--- src/core/erase_ctl_regs.svh ---
// Offsets, field positions, command codes and timing counts of the erase
// controller. Assumes a 100 MHz pclk and word-aligned APB registers.
`ifndef ERASE_CTL_REGS_SVH
`define ERASE_CTL_REGS_SVH
// Register byte offsets
`define REG_CTRL 12'h000
`define REG_SADDR 12'h004
`define REG_STATUS 12'h008
`define REG_POLL 12'h00C
// Control fields: op code in bits 2:0, go strobe in bit 31
`define CTRL_OP_LSB 0
`define CTRL_GO_BIT 31
// Operation codes written to the control register
`define OP_CHIP 3'h1
`define OP_SECTOR 3'h2
`define OP_ADD 3'h3
`define OP_SUSPEND 3'h4
`define OP_RESUME 3'h5
`define OP_READ 3'h6
// Command data and unlock addresses
`define CMD_UNLOCK1 8'hAA
`define CMD_UNLOCK2 8'h55
`define CMD_SETUP 8'h80
`define CMD_CHIP 8'h10
`define CMD_SECTOR 8'h30
`define CMD_SUSPEND 8'hB0
`define CMD_RESUME 8'h30
`define ADDR_UNLOCK1 21'h00_0555
`define ADDR_UNLOCK2 21'h00_02AA
// Status bits
`define ST_BUSY 0
`define ST_ERR 1
`define ST_READY 2
`define ST_TIMER 3
`define ST_DONE 4
// Timing: sector add window and suspend latency in ns
`define ADD_WINDOW_NS 50000
`define SUSPEND_MAX_NS 35000
`define CLK_PERIOD_NS 10
`define ADD_WINDOW_CYC (`ADD_WINDOW_NS / `CLK_PERIOD_NS)
`define SUSPEND_CYC (`SUSPEND_MAX_NS / `CLK_PERIOD_NS)
// Counter loads of the write strobe low and high phases; each phase lasts one pclk cycle more
`define WE_LOW_CYC 4'h5
`define WE_HIGH_CYC 4'h3
`endif

--- src/core/erase_ctl_pkg.sv ---
// Types shared by the erase controller and its write-cycle engine.
// Assumes nothing beyond a SystemVerilog compiler.
package erase_ctl_pkg;
  typedef enum logic [4:0] {
    SQ_IDLE = 5'b00001,
    SQ_SEND = 5'b00010,
    SQ_WAIT = 5'b00100,
    SQ_READ = 5'b01000,
    SQ_DONE = 5'b10000
  } seq_e;
  typedef enum logic [2:0] {
    WR_IDLE = 3'b001,
    WR_LOW = 3'b010,
    WR_HIGH = 3'b100
  } wr_e;
endpackage : erase_ctl_pkg

--- src/core/bus_cycle_if.sv ---
// Request and answer of one flash bus cycle between the sequencer and
// the cycle engine. Assumes a single pclk domain.
interface bus_cycle_if;
  logic req;
  logic rd;
  logic [20:0] addr;
  logic [7:0] wdata;
  logic [7:0] rdata;
  logic done;
  modport master (output req, rd, addr, wdata, input rdata, done);
  modport engine (input req, rd, addr, wdata, output rdata, done);
endinterface : bus_cycle_if

--- src/core/bus_cycle_engine.sv ---
// Drives one flash write or read cycle on the device pins.
// Assumes a two-flop synchronised data input from the top.
`include "erase_ctl_regs.svh"
module bus_cycle_engine (
  input wire logic pclk,
  input wire logic presetn,
  input wire logic ce,
  bus_cycle_if.engine cyc,
  input wire logic [7:0] din_sync,
  output logic we_n_r,
  output logic oe_n_r,
  output logic cs_n_r,
  output logic dq_oe_r
);
  erase_ctl_pkg::wr_e st_r, st_nxt;
  logic [3:0] cnt_r, cnt_nxt;
  logic rd_r, rd_nxt;
  logic done_r, done_nxt;
  logic [7:0] rdata_r, rdata_nxt;
  logic we_n_nxt, oe_n_nxt, cs_n_nxt, dq_oe_nxt;
  assign cyc.done = done_r;
  assign cyc.rdata = rdata_r;
  // Strobe low phase, then high phase; data latched at rising strobe
  always_comb begin
    st_nxt = st_r;
    cnt_nxt = cnt_r;
    rd_nxt = rd_r;
    done_nxt = 1'b0;
    rdata_nxt = rdata_r;
    we_n_nxt = we_n_r;
    oe_n_nxt = oe_n_r;
    cs_n_nxt = cs_n_r;
    dq_oe_nxt = dq_oe_r;
    case (st_r)
      erase_ctl_pkg::WR_IDLE: begin
        if (cyc.req) begin
          st_nxt = erase_ctl_pkg::WR_LOW;
          cnt_nxt = `WE_LOW_CYC;
          rd_nxt = cyc.rd;
          cs_n_nxt = 1'b0;
          we_n_nxt = cyc.rd;
          oe_n_nxt = !cyc.rd;
          dq_oe_nxt = !cyc.rd;
        end
      end
      erase_ctl_pkg::WR_LOW: begin
        if (cnt_r == 4'h0) begin
          st_nxt = erase_ctl_pkg::WR_HIGH;
          cnt_nxt = `WE_HIGH_CYC;
          we_n_nxt = 1'b1;
          oe_n_nxt = 1'b1;
          cs_n_nxt = 1'b1;
          // Read data sampled before the output enable is dropped
          if (rd_r) begin
            rdata_nxt = din_sync;
          end
        end else begin
          cnt_nxt = cnt_r - 4'h1;
        end
      end
      erase_ctl_pkg::WR_HIGH: begin
        // Hold data past the rising strobe, then release the bus
        dq_oe_nxt = 1'b0;
        if (cnt_r == 4'h0) begin
          st_nxt = erase_ctl_pkg::WR_IDLE;
          done_nxt = 1'b1;
        end else begin
          cnt_nxt = cnt_r - 4'h1;
        end
      end
      default: st_nxt = erase_ctl_pkg::WR_IDLE;
    endcase
  end
  // State registers
  always_ff @(posedge pclk or negedge presetn) begin
    if (!presetn) begin
      st_r <= erase_ctl_pkg::WR_IDLE;
      cnt_r <= 4'h0;
      rd_r <= 1'b0;
      done_r <= 1'b0;
      rdata_r <= 8'h00;
      we_n_r <= 1'b1;
      oe_n_r <= 1'b1;
      cs_n_r <= 1'b1;
      dq_oe_r <= 1'b0;
    end else if (ce) begin
      st_r <= st_nxt;
      cnt_r <= cnt_nxt;
      rd_r <= rd_nxt;
      done_r <= done_nxt;
      rdata_r <= rdata_nxt;
      we_n_r <= we_n_nxt;
      oe_n_r <= oe_n_nxt;
      cs_n_r <= cs_n_nxt;
      dq_oe_r <= dq_oe_nxt;
    end
  end
  a_strobe_pair: assert property (@(posedge pclk) disable iff (!presetn)
    $fell(we_n_r) |-> !cs_n_r && dq_oe_r)
    else $error("write strobe without select or data drive");
endmodule : bus_cycle_engine

--- src/core/window_timer.sv ---
// Down counter for the sector add window and the suspend latency.
// Assumes load and tick come from logic on pclk.
module window_timer #(
  parameter int unsigned WIDTH = 16
) (
  input wire logic pclk,
  input wire logic presetn,
  input wire logic ce,
  input wire logic load,
  input wire logic [WIDTH-1:0] load_val,
  input wire logic clear,
  output logic running,
  output logic expired
);
  logic [WIDTH-1:0] cnt_r, cnt_nxt;
  logic run_r, run_nxt;
  logic exp_r, exp_nxt;
  assign running = run_r;
  assign expired = exp_r;
  // Load restarts, clear abandons, zero raises a one-cycle expiry
  always_comb begin
    cnt_nxt = cnt_r;
    run_nxt = run_r;
    exp_nxt = 1'b0;
    if (clear) begin
      run_nxt = 1'b0;
    end else if (load) begin
      cnt_nxt = load_val;
      run_nxt = 1'b1;
    end else if (run_r) begin
      if (cnt_r == '0) begin
        run_nxt = 1'b0;
        exp_nxt = 1'b1;
      end else begin
        cnt_nxt = cnt_r - 1'b1;
      end
    end
  end
  // Registers
  always_ff @(posedge pclk or negedge presetn) begin
    if (!presetn) begin
      cnt_r <= '0;
      run_r <= 1'b0;
      exp_r <= 1'b0;
    end else if (ce) begin
      cnt_r <= cnt_nxt;
      run_r <= run_nxt;
      exp_r <= exp_nxt;
    end
  end
endmodule : window_timer

--- src/core/flash_erase_host.sv ---
// Host controller that issues erase, suspend and resume command cycles
// to a parallel NOR flash and watches its ready/busy pin.
// Assumes an APB master on pclk and flash pins outside the clock domain.
// What the datasheet asks of the host and the device
// Chip erase is six writes: two unlocks, setup, two unlocks, command.
// Device preprograms by itself; the host sends nothing extra for it.
// Device ignores commands during chip erase; host sends none then.
// Hardware reset aborts chip erase; reissue the whole sequence after.
// Device shows progress on status bits and ready/busy until finished.
// Sector erase is six writes, last carrying sector address and command.
// A 50 us add window starts at the final rising write strobe.
// Further single sector writes queue more sectors inside the window.
// Host spaces added sector writes under 50 us apart.
// Other commands in the window abort; host must rewrite everything.
// Device offers a timer bit telling whether the window expired.
// Once erasing, only suspend is accepted by the device.
// Hardware reset aborts sector erase; reissue the sequence after.
// Suspend is valid only in sector erase, address ignored.
// Suspend takes effect within 35 us, or at once in the window.
// Suspended device allows reads and programs outside erased sectors.
// Reads in suspended sectors return status on the data byte.
// Program during suspend reports status bits as usual.
// Autoselect works during suspend and returns to suspend on exit.
// Resume continues erasing; repeats ignored; suspend allowed again.
// Each added sector write restarts the 50 us window.
// Chip erase uses data 80 on cycle three and 10 on cycle six.
// Sector writes carry data 30 at the sector address.
// Suspend is one write of B0 at any address.
// Resume is one write of 30 at any address.
//
// The register addresses and the APB interface to the registers were chosen for this implementation.
`include "erase_ctl_regs.svh"
module flash_erase_host #(
  parameter int unsigned ADD_WINDOW = `ADD_WINDOW_CYC,
  parameter int unsigned SUSPEND_WAIT = `SUSPEND_CYC
) (
  input wire logic pclk,
  input wire logic presetn,
  input wire logic clk_en,
  input wire logic psel,
  input wire logic penable,
  input wire logic pwrite,
  input wire logic [11:0] paddr,
  input wire logic [31:0] pwdata,
  output logic [31:0] prdata,
  output logic pready,
  output logic pslverr,
  output logic [20:0] flash_addr,
  input wire logic [7:0] data_bus_byte_in,
  output logic [7:0] data_bus_byte_out,
  output logic data_bus_byte_oe,
  output logic flash_we_n,
  output logic flash_oe_n,
  output logic flash_cs_n,
  output logic flash_reset_n,
  input wire logic ready_busy_output
);
  localparam int unsigned TW = 16;
  bus_cycle_if cyc ();
  erase_ctl_pkg::seq_e st_r, st_nxt;
  // Pin synchronisers
  logic [7:0] din_m_r, din_s_r;
  logic rb_m_r, rb_s_r;
  // Sequencer state
  logic [2:0] idx_r, idx_nxt;
  logic [2:0] last_r, last_nxt;
  logic [2:0] op_r, op_nxt;
  logic [20:0] saddr_r, saddr_nxt;
  logic [7:0] poll_r, poll_nxt;
  logic busy_r, busy_nxt;
  logic err_r, err_nxt;
  logic done_r, done_nxt;
  logic in_window_r, in_window_nxt;
  logic susp_r, susp_nxt;
  logic req_r, req_nxt;
  logic rd_r, rd_nxt;
  logic [20:0] caddr_r, caddr_nxt;
  logic [7:0] cdata_r, cdata_nxt;
  logic [31:0] prdata_nxt;
  logic pready_nxt, pslverr_nxt;
  logic rst_out_r;
  // Timer control
  logic t_load, t_clear, t_run, t_exp;
  logic [TW-1:0] t_val;
  logic [2:0] wr_op;
  logic go;
  assign cyc.req = req_r;
  assign cyc.rd = rd_r;
  assign cyc.addr = caddr_r;
  assign cyc.wdata = cdata_r;
  assign flash_addr = caddr_r;
  assign data_bus_byte_out = cdata_r;
  assign flash_reset_n = rst_out_r;

  // Address and data of cycle n of a six-cycle erase sequence
  function automatic logic [28:0] erase_cycle(input logic [2:0] n,
                                              input logic chip,
                                              input logic [20:0] sa);
    logic [28:0] r;
    r = {`ADDR_UNLOCK1, `CMD_UNLOCK1};
    case (n)
      3'h1: r = {`ADDR_UNLOCK2, `CMD_UNLOCK2};
      3'h2: r = {`ADDR_UNLOCK1, `CMD_SETUP};
      3'h3: r = {`ADDR_UNLOCK1, `CMD_UNLOCK1};
      3'h4: r = {`ADDR_UNLOCK2, `CMD_UNLOCK2};
      3'h5: r = chip ? {`ADDR_UNLOCK1, `CMD_CHIP} : {sa, `CMD_SECTOR};
      default: r = {`ADDR_UNLOCK1, `CMD_UNLOCK1};
    endcase
    return r;
  endfunction : erase_cycle

  // Two-flop synchronisers for data pins and ready/busy
  always_ff @(posedge pclk or negedge presetn) begin
    if (!presetn) begin
      din_m_r <= 8'h00;
      din_s_r <= 8'h00;
      rb_m_r <= 1'b1;
      rb_s_r <= 1'b1;
    end else if (clk_en) begin
      din_m_r <= data_bus_byte_in;
      din_s_r <= din_m_r;
      rb_m_r <= ready_busy_output;
      rb_s_r <= rb_m_r;
    end
  end

  // Timer: window restart on each sector write, or suspend latency
  // window restart
  assign t_load = (st_r == erase_ctl_pkg::SQ_WAIT) && cyc.done &&
                  idx_r == last_r &&
                  (op_r == `OP_SECTOR || op_r == `OP_ADD ||
                   op_r == `OP_SUSPEND);
  assign t_val = (op_r == `OP_SUSPEND) ? TW'(SUSPEND_WAIT) :
                 TW'(ADD_WINDOW);
  // a new erase sequence abandons any open add window
  assign t_clear = (st_r == erase_ctl_pkg::SQ_SEND) && idx_r == 3'h0 &&
                   (op_r == `OP_CHIP || op_r == `OP_SECTOR);

  window_timer #(.WIDTH(TW)) u_timer (
    .pclk(pclk),
    .presetn(presetn),
    .ce(clk_en),
    .load(t_load),
    .load_val(t_val),
    .clear(t_clear),
    .running(t_run),
    .expired(t_exp)
  );

  bus_cycle_engine u_engine (
    .pclk(pclk),
    .presetn(presetn),
    .ce(clk_en),
    .cyc(cyc.engine),
    .din_sync(din_s_r),
    .we_n_r(flash_we_n),
    .oe_n_r(flash_oe_n),
    .cs_n_r(flash_cs_n),
    .dq_oe_r(data_bus_byte_oe)
  );

  assign go = psel && penable && pwrite && !pready &&
              (paddr == `REG_CTRL) && pwdata[`CTRL_GO_BIT];
  assign wr_op = pwdata[`CTRL_OP_LSB +: 3];

  // Sequencer and APB slave; one-cycle wait state on every access
  always_comb begin
    st_nxt = st_r;
    idx_nxt = idx_r;
    last_nxt = last_r;
    op_nxt = op_r;
    saddr_nxt = saddr_r;
    poll_nxt = poll_r;
    busy_nxt = busy_r;
    err_nxt = err_r;
    done_nxt = done_r;
    in_window_nxt = in_window_r;
    susp_nxt = susp_r;
    req_nxt = 1'b0;
    rd_nxt = rd_r;
    caddr_nxt = caddr_r;
    cdata_nxt = cdata_r;
    prdata_nxt = prdata;
    pready_nxt = 1'b0;
    pslverr_nxt = 1'b0;
    // window expiry tracked locally; late adds risk a dropped sector
    if (t_exp) begin
      in_window_nxt = 1'b0;
    end
    if (psel && penable && !pready) begin
      pready_nxt = 1'b1;
      prdata_nxt = 32'h0000_0000;
      if (paddr == `REG_CTRL) begin
        prdata_nxt = {29'h0000_0000, op_r};
      end else if (paddr == `REG_SADDR) begin
        prdata_nxt = {11'h000, saddr_r};
        if (pwrite) begin
          saddr_nxt = pwdata[20:0];
        end
      end else if (paddr == `REG_STATUS) begin
        prdata_nxt = {27'h000_0000, done_r, in_window_r, rb_s_r, err_r,
                      busy_r};
        // Set wins: a finish in this same cycle keeps done
        if (pwrite && pwdata[`ST_DONE] && !(busy_r && cyc.done &&
            st_r == erase_ctl_pkg::SQ_WAIT)) begin
          done_nxt = 1'b0;
        end
        if (pwrite && pwdata[`ST_ERR]) begin
          err_nxt = 1'b0;
        end
      end else if (paddr == `REG_POLL) begin
        prdata_nxt = {24'h00_0000, poll_r};
      end else begin
        pslverr_nxt = 1'b1;
      end
    end
    case (st_r)
      erase_ctl_pkg::SQ_IDLE: begin
        if (go) begin
          op_nxt = wr_op;
          busy_nxt = 1'b1;
          idx_nxt = 3'h0;
          st_nxt = erase_ctl_pkg::SQ_SEND;
          // six-cycle chip erase
          // six-cycle sector erase
          last_nxt = 3'h5;
          if (wr_op == `OP_ADD || wr_op == `OP_SUSPEND ||
              wr_op == `OP_RESUME || wr_op == `OP_READ) begin
            last_nxt = 3'h0;
          end
          // no command while chip erase runs
          // only suspend once sector erasing
          // adds still go out while the device counts its window
          // Refused orders keep the last accepted op for later checks
          if (!rb_s_r && wr_op != `OP_SUSPEND && wr_op != `OP_READ &&
              wr_op != `OP_ADD) begin
            op_nxt = op_r;
            err_nxt = 1'b1;
            busy_nxt = 1'b0;
            st_nxt = erase_ctl_pkg::SQ_IDLE;
          end
          // suspend only for sector erase
          // resume only while suspended
          // adds only while the local window still runs
          if ((wr_op == `OP_SUSPEND && (susp_r || op_r == `OP_CHIP)) ||
              (wr_op == `OP_RESUME && !susp_r) ||
              (wr_op == `OP_ADD && !in_window_r) ||
              wr_op == 3'h0 || wr_op == 3'h7) begin
            op_nxt = op_r;
            err_nxt = 1'b1;
            busy_nxt = 1'b0;
            st_nxt = erase_ctl_pkg::SQ_IDLE;
          end
        end
      end
      erase_ctl_pkg::SQ_SEND: begin
        req_nxt = 1'b1;
        rd_nxt = 1'b0;
        st_nxt = erase_ctl_pkg::SQ_WAIT;
        if (op_r == `OP_CHIP || op_r == `OP_SECTOR) begin
          // window ends once a new sequence goes out
          in_window_nxt = 1'b0;
          // chip erase data
          // sector command at sector address
          {caddr_nxt, cdata_nxt} = erase_cycle(idx_r, op_r == `OP_CHIP,
                                               saddr_r);
        end else if (op_r == `OP_ADD) begin
          // single-cycle added sector
          {caddr_nxt, cdata_nxt} = {saddr_r, `CMD_SECTOR};
        end else if (op_r == `OP_SUSPEND) begin
          // suspend code
          {caddr_nxt, cdata_nxt} = {saddr_r, `CMD_SUSPEND};
        end else if (op_r == `OP_RESUME) begin
          // resume code
          {caddr_nxt, cdata_nxt} = {saddr_r, `CMD_RESUME};
        end else begin
          // status or array read at the sector address
          rd_nxt = 1'b1;
          caddr_nxt = saddr_r;
        end
      end
      erase_ctl_pkg::SQ_WAIT: begin
        req_nxt = 1'b0;
        if (cyc.done) begin
          if (idx_r != last_r) begin
            idx_nxt = idx_r + 3'h1;
            st_nxt = erase_ctl_pkg::SQ_SEND;
          end else if (op_r == `OP_SUSPEND) begin
            // allow the suspend latency before reporting done
            st_nxt = erase_ctl_pkg::SQ_DONE;
          end else begin
            st_nxt = erase_ctl_pkg::SQ_IDLE;
            busy_nxt = 1'b0;
            done_nxt = 1'b1;
            // window opens once the engine reports the final write cycle done
            if (op_r == `OP_SECTOR || op_r == `OP_ADD) begin
              in_window_nxt = 1'b1;
            end
            if (op_r == `OP_RESUME) begin
              susp_nxt = 1'b0;
            end
            if (op_r == `OP_READ) begin
              poll_nxt = cyc.rdata;
            end
          end
        end
      end
      erase_ctl_pkg::SQ_DONE: begin
        in_window_nxt = 1'b0;
        if (t_exp || !t_run) begin
          st_nxt = erase_ctl_pkg::SQ_IDLE;
          busy_nxt = 1'b0;
          done_nxt = 1'b1;
          susp_nxt = 1'b1;
        end
      end
      default: st_nxt = erase_ctl_pkg::SQ_IDLE;
    endcase
  end

  // Sequencer and bus registers
  always_ff @(posedge pclk or negedge presetn) begin
    if (!presetn) begin
      st_r <= erase_ctl_pkg::SQ_IDLE;
      idx_r <= 3'h0;
      last_r <= 3'h0;
      op_r <= 3'h0;
      saddr_r <= 21'h00_0000;
      poll_r <= 8'h00;
      busy_r <= 1'b0;
      err_r <= 1'b0;
      done_r <= 1'b0;
      in_window_r <= 1'b0;
      susp_r <= 1'b0;
      req_r <= 1'b0;
      rd_r <= 1'b0;
      caddr_r <= 21'h00_0000;
      cdata_r <= 8'h00;
      prdata <= 32'h0000_0000;
      pready <= 1'b0;
      pslverr <= 1'b0;
      rst_out_r <= 1'b0;
    end else if (clk_en) begin
      st_r <= st_nxt;
      idx_r <= idx_nxt;
      last_r <= last_nxt;
      op_r <= op_nxt;
      saddr_r <= saddr_nxt;
      poll_r <= poll_nxt;
      busy_r <= busy_nxt;
      err_r <= err_nxt;
      done_r <= done_nxt;
      in_window_r <= in_window_nxt;
      susp_r <= susp_nxt;
      req_r <= req_nxt;
      rd_r <= rd_nxt;
      caddr_r <= caddr_nxt;
      cdata_r <= cdata_nxt;
      prdata <= prdata_nxt;
      pready <= pready_nxt;
      pslverr <= pslverr_nxt;
      // device reset follows controller reset
      rst_out_r <= 1'b1;
    end
  end

  // chip erase third cycle carries setup
  a_setup_code: assert property (@(posedge pclk) disable iff (!presetn)
    (clk_en && st_r == erase_ctl_pkg::SQ_SEND && idx_r == 3'h2 &&
     (op_r == `OP_CHIP || op_r == `OP_SECTOR)) |=> cdata_r == 8'h80)
    else $error("third erase cycle not setup code");
  a_chip_code: assert property (@(posedge pclk) disable iff (!presetn)
    (clk_en && st_r == erase_ctl_pkg::SQ_SEND && idx_r == 3'h5 &&
     op_r == `OP_CHIP) |=> cdata_r == 8'h10)
    else $error("sixth chip cycle wrong");
  a_sector_code: assert property (@(posedge pclk) disable iff (!presetn)
    (clk_en && st_r == erase_ctl_pkg::SQ_SEND &&
     (op_r == `OP_ADD || (op_r == `OP_SECTOR && idx_r == 3'h5)))
    |=> cdata_r == 8'h30 && caddr_r == saddr_r)
    else $error("sector cycle wrong");
  a_suspend_code: assert property (@(posedge pclk) disable iff (!presetn)
    (clk_en && st_r == erase_ctl_pkg::SQ_SEND && op_r == `OP_SUSPEND)
    |=> cdata_r == 8'hB0)
    else $error("suspend code wrong");
  a_resume_code: assert property (@(posedge pclk) disable iff (!presetn)
    (clk_en && st_r == erase_ctl_pkg::SQ_SEND && op_r == `OP_RESUME)
    |=> cdata_r == 8'h30)
    else $error("resume code wrong");
  a_window_open: assert property (@(posedge pclk) disable iff (!presetn)
    (clk_en && t_load && op_r != `OP_SUSPEND) |=> in_window_r && t_run)
    else $error("add window not opened");
  a_resume_clears: assert property (@(posedge pclk) disable iff (!presetn)
    (clk_en && st_r == erase_ctl_pkg::SQ_WAIT && cyc.done &&
     op_r == `OP_RESUME) |=> !susp_r)
    else $error("resume left suspend set");
  a_busy_refuse: assert property (@(posedge pclk) disable iff (!presetn)
    (clk_en && go && st_r == erase_ctl_pkg::SQ_IDLE && !rb_s_r &&
     wr_op == `OP_CHIP) |=> st_r == erase_ctl_pkg::SQ_IDLE && err_r)
    else $error("command sent while device busy");
endmodule : flash_erase_host

--- config.mk ---
export PLATFORM = sky130hd
export DESIGN_NAME = flash_erase_host
export DESIGN_NICKNAME = d
export VERILOG_FILES = /design/src/core/erase_ctl_pkg.sv /design/src/core/bus_cycle_if.sv /design/src/core/bus_cycle_engine.sv /design/src/core/window_timer.sv /design/src/core/flash_erase_host.sv
export VERILOG_INCLUDE_DIRS = /design/src /design/src/core
export SDC_FILE = /design/constraint.sdc
export NUM_CORES = 1
export LEC_CHECK = 0
export BUFFER_PORTS_ARGS = -buffer_cell sky130_fd_sc_hd__buf_2
export CAP_MARGIN = 20
export CORE_AREA = 2 2 116 118
export DETAILED_ROUTE_END_ITERATION = 10
export DIE_AREA = 0 0 118 120
export PLACE_DENSITY = 0.89
export SYNTH_ARGS = -nofsm -noshare
export SYNTH_HDL_FRONTEND = slang
export SYNTH_HIERARCHICAL = 1
export SYNTH_SLANG_ARGS = --single-unit
--- constraint.sdc ---
create_clock -name pclk -period 3.9 [get_ports pclk]
set_input_delay 0.585 -clock pclk [delete_from_list [all_inputs] [get_ports pclk]]
set_output_delay 0.585 -clock pclk [all_outputs]
set_load 0.005 [all_outputs]
* Word level (Yosys, flattened, before mapping)
Cells that the tools add are included.
** Operators by class
- Shift-type cells :: 0
- Equal/unequal tests :: 42
- Add/subtract/negate cells :: 3
- Muxes and demuxes :: 105
- $lt $le $gt $ge :: 0
- Divide/modulo/power cells :: 0
- Bitwise gates (word level) :: 6
- Multipliers :: 0
- Reduce and logical (&&, ||, !) cells :: 73
** Operator list (number)
- case mux 29 bit (3 select lines) :: 1
- two-way mux 21 bit :: 3
- two-way mux 1 bit :: 61
- two-way mux 16 bit :: 3
- two-way mux 8 bit :: 6
- == test 3 bit (second input constant) :: 10
- two-way mux 5 bit :: 6
- two-way mux 29 bit :: 1
- == test 12 x 4 -> 1 bit (second input constant) :: 2
- AND reduction 4 bit :: 6
- logical AND 1 bit :: 22
- two-way mux 3 bit :: 7
- case mux 5 bit (4 select lines) :: 1
- logical NOT 16 bit :: 1
- subtractor 16 x 1 -> 16 bit (second input constant) :: 1
- == test 3 x 2 -> 1 bit (second input constant) :: 5
- AND reduction 5 bit :: 3
- inequality test 2 bit (second input constant) :: 7
- AND reduction 7 bit :: 2
- two-way mux 13 bit :: 1
- == test 12 x 3 -> 1 bit (second input constant) :: 1
- logical NOT 12 bit :: 1
- logical OR 1 bit :: 12
- two-way mux 4 bit :: 3
- 29 further kinds :: 63
** Word-level totals
- Bits in registers :: 171
- Logic and storage cells :: 264
- Bits of input ports :: 59
- Memories kept :: 0
- Memory bits (writable) :: 0
- Output and inout port bits :: 68
- Latch bits :: 0
- Bits in read-only memories :: 0

* Longest topological paths before layout
- Depth after elaboration :: 13
- Gate-level depth with buffers :: 10
- Gate-level depth less buffers :: 8

* By module
The synthesis kept the hierarchy.
** Modules (own cells, without submodules)
- flash_erase_host :: times used 1, seq. area each 2881.5 um^2, cells an instance 496, area an instance 5307.6 um^2
- window_timer :: times used 1, seq. area each 450.4 um^2, cells an instance 146, area an instance 1273.7 um^2
- bus_cycle_engine :: times used 1, seq. area each 530.5 um^2, cells an instance 91, area an instance 1074.8 um^2

* Worst setup path after synthesis
Ideal clock, no wire load.
- Path type :: register -> register
- Start point :: register idx_r[1]
- End point :: register u_timer.cnt_r[6]
- Cell stages (with the launch flop) :: 11
- Data required time :: 3.775 ns
- Library setup time :: 0.125 ns
- Clock period less this slack :: 2.475 ns
- Data arrival time :: 2.349 ns
- Path slack :: 1.425 ns
- Buffers on the path :: 3
- Cell sequence :: dfrtp_1 -> nor4_1 -> or2_2 -> clkbuf_1 -> nand3_1 -> a21oi_1 -> clkbuf_1 -> clkbuf_1 -> a21oi_1 -> o21ai_0 -> o21ai_1
** On the way
- Cells in the longest elaborated chain, start to end :: 5
- Elaborated cells between the ends (all ways) :: 11
- Classes of those cells :: 2 x eq/ne; 1 x mux; 1 x bitwise; 7 x reduce/logical
** RTL lines
- start: declaration :: RTL line flash_erase_host.sv:65 : logic [2:0] idx_r, idx_nxt;
- start signal: assignment :: RTL line flash_erase_host.sv:345 : idx_r <= idx_nxt;
- == test 3 bit * :: RTL line flash_erase_host.sv:130 : idx_r == last_r &&
- logical AND 1 bit * (2 in series) :: RTL line flash_erase_host.sv:129 : assign t_load = (st_r == erase_ctl_pkg::SQ_WAIT) && cyc.done &&
- named net t_load :: RTL line flash_erase_host.sv:83 : logic t_load, t_clear, t_run, t_exp;
- inequality test 2 bit (no line) or nonzero test 2 bit (tied branches)
- AND reduction 4 bit (no line)
- end signal: assignment :: RTL line window_timer.sv:46 : cnt_r <= cnt_nxt;
- end: declaration :: RTL line window_timer.sv:15 : logic [WIDTH-1:0] cnt_r, cnt_nxt;
Mark *: on every way through the listed nets, which the timed path passes. The rest lies on a longest branch.
A chain may end at the register's enable or synchronous reset.

* Final worst setup path
- Start point :: register idx_r[2]
- End point :: register u_timer.cnt_r[10]
The elaborated chain is that of the path after synthesis.

==> results.toml <==
[pwr]
ir_worst_vdd_uv = 292
p_per_area_nw_per_um2 = 506
power.leakage_nw = 4.10

[worst_setup_path]
crit_type = "reg -> reg"
crit_fanout = 12
critPathSlowestCell = "dfrtp_1"
slowest_delay_ns = 0.50
critPathRequiredTime_ns = 4.25
reg2reg_slack_ns = 0.96
worstPathArrival_ns = 3.29
end_kind = "flip-flop"
cp-start-kind = "flip-flop"
crit_chain = "nor4_1 -> or2_2 -> nand3_1 -> a21oi_2 -> nor4b_2 -> and4_1 -> nor2_2 -> o221a_1"

[grt]
grt_max_degree = 101
grt_pass1_vias = 6097
antenna_found_initial = 0
grtUsageTotal = 0.270
grt_pass1_wl_mm = 30.5
grt_remaining_overflow = 0

[layout]
final_layout_size_suffix_gt1_frac = 0.291
fin_cells = 1022
n_antenna_cell = 0
nFillCells = 935
nNetsFinal = 899
final_util = 0.686
area_delta_synth_final_pct = 16.2

[cts]
cts_hold_buffers = 0
cts_tree = "yes"
h-tree-depth = 4
cts_buffer_depth = 2
cts_root_buffer = "clkbuf_16"
cts_made_buffers = 17
cts.sinks = 154
clock_latency_ns = 0.43
post_cts_buffers = 0
clkTransAtPathRegs_ns = 0.06
post_cts_resized = 0

[timing]
finalSetupViolCount = 0
timing.fmax_mhz = 341
worst_slew_pin_slew_ns = 1.01
timing.final.ws_setup_ns = 0.963
skew_ns = 0.00944
max-slew-margin-rel = 0.324
tns_ns = 0
drv_slew = 0
min_period_ns = 2.94
period_share = 0.753
rsz0062_at_grt = "no"
hold_violations = 0
hold_slack_ns = 0.265

[synthesis]
netlist_top_cells_count = "dfrtp_1, nand2_1, o21ai_0"
synthCells = 733
yosys_register_bits = 154
yosysWarnings = 6
yosysSeqAreaShare = 0.504
synth_cell_types = 85
yosys-top-cells-area = "dfrtp_1, mux2_2, nand2_1, o21ai_0, dfstp_2"
ys.flop_type = "dfrtp_1"
yosysMostFrequentCell = "dfrtp_1"
synth_edf_count = 0
yosys.area.top_type = "dfrtp_1"
syn_area_um2 = 7660
syn_avg_cell_area_um2 = 10.4
async_flop_share = 1.00
yosys.area.top_type_share = 0.480

[drt]
drt_wl_total_mm = 18.6
vias = 6294
drc = 0
drt-initial-drc-count = 761
routedWlPerCell_um = 18.2
firstDrtPassIters = 6
postRouteAntennaNets = 0
viasPerCell = 6.16

[floorplan]
die_area_um2 = 14200
row_count = 42
die_y_um = 120
io_pins = 127
core_area_um2 = 13000
initial_core_util = 0.590
die_w_um = 118

[placement]
gp_congestion = 0.901
hpwl_mm = 12.3
pre_cts_slack_ns = 1.08
port_buffers = 105
place_inst = 990

[outcome]
status = "complete, no violations"

[run]
cap_viol_max_count = 0

[min_path]
min_path_type = "in -> async"
## critical path: cells and delay by family (launching register included)
kind | cells | cell delay [ns]
AND/OR/NAND/NOR | 6 | 1.64
AO/OA/AOI/OAI | 2 | 0.73
flip-flops | 1 | 0.50
## path summary, 6_finish.rpt
kind	to	startpoint	cells after the start
max in group asynchronous	prdata[20]	presetn	2
max reg2reg	u_timer/cnt_r[10]	idx_r[2]	8
min	u_timer/cnt_r[3]	presetn	1
min reg2reg	u_engine/cs_n_r	u_engine/cs_n_r	2
min in group pclk	saddr_r[15]	pwdata[15]	2
max	u_timer/cnt_r[10]	idx_r[2]	8
## cell usage in the layout (no fill, tap or decap), types with 4 or more instances in the layout
| cell type | instances |
|---|---|
| nand2b_1 | 13 |
| nand2_1 | 102 |
| buf_4 | 10 |
| clkbuf_16 | 17 |
| o21a_1 | 5 |
| o22ai_1 | 5 |
| and3_1 | 8 |
| conb_1 | 22 |
| a21oi_1 | 20 |
| a31oi_1 | 8 |
| o21ai_1 | 5 |
| o31ai_1 | 14 |
| inv_1 | 20 |
| nor3_1 | 16 |
| or2_2 | 5 |
| nor2b_1 | 11 |
| inv_6 | 6 |
| a21o_1 | 9 |
| buf_2 | 104 |
| nand4b_1 | 5 |
| dfstp_2 | 7 |
| nand3_1 | 14 |
| nor2_1 | 27 |
| a22oi_1 | 4 |
| mux2_2 | 62 |
| nand4_1 | 10 |
| o211ai_1 | 4 |
| ha_1 | 7 |
| nor4_1 | 6 |
| o21ai_0 | 65 |
| dfrtp_1 | 147 |
| nand3b_1 | 4 |
## state kept, by name, summed over array words and instances (netlist names), 3 cells and up
signal,cells
poll_r,8
flash_addr,21
din_m_r,8
st_r,4
din_s_r,8
u_timer/cnt_r,16
u_engine/cnt_r,4
idx_r,3
prdata,21
u_engine/cyc.rdata,8
op_r,3
u_engine/st_r,3
data_bus_byte_out,5
saddr_r,21
## per-layer routing
layer  GRT usage  routed length, µm  vias up
li1            -                  -     2806
met1       0.351               7670     3079
met2       0.432               8960      341
met3      0.0718               1440       68
met4       0.111                525        0
met5           0                  0        -
## cell families (layout without fill, tap and decap cells)
group | count (synthesis) | count (layout) | share of synthesized area
flip-flops | 154 | 154 | 0.504
multiplexers | 72 | 72 | 0.110
AO/OA/AOI/OAI | 170 | 170 | 0.143
other | 2 | 22 | 0.000981
AND/OR/NAND/NOR | 250 | 250 | 0.177
buffers and inverters | 76 | 169 | 0.0508
adder cells (fa/ha/maj) | 7 | 7 | 0.0114
XOR/XNOR | 2 | 2 | 0.00229
## report_power, final
group	total, mW	internal (mW)	switching (mW)
Sequential	1.99	1.80	0.195
Combinational	0.778	0.337	0.441
Clock	1.74	1.03	0.704
Total	4.51	3.17	1.34
## final cells by class
cell class | count | area, µm² | area share
repair buffers | 116 | 627 | 0.0704
clock inverters | 15 | 203 | 0.0228
clock buffers | 17 | 425 | 0.0478
multi-input cells | 523 | 3480 | 0.391
inverters | 21 | 78.8 | 0.00886
well taps | 176 | 220 | 0.0247
flip-flops and latches | 154 | 3860 | 0.434
## per-stage QoR
stage / area [µm²] / power, mW
floorplan: 7730 / 2.49
global route: 8900 / 4.72
detailed placement: 8270 / 2.76
finish: 8900 / 4.51
CTS: 8900 / 4.51
global placement: 8270 / 2.72
(Power assumes the default switching activity.)
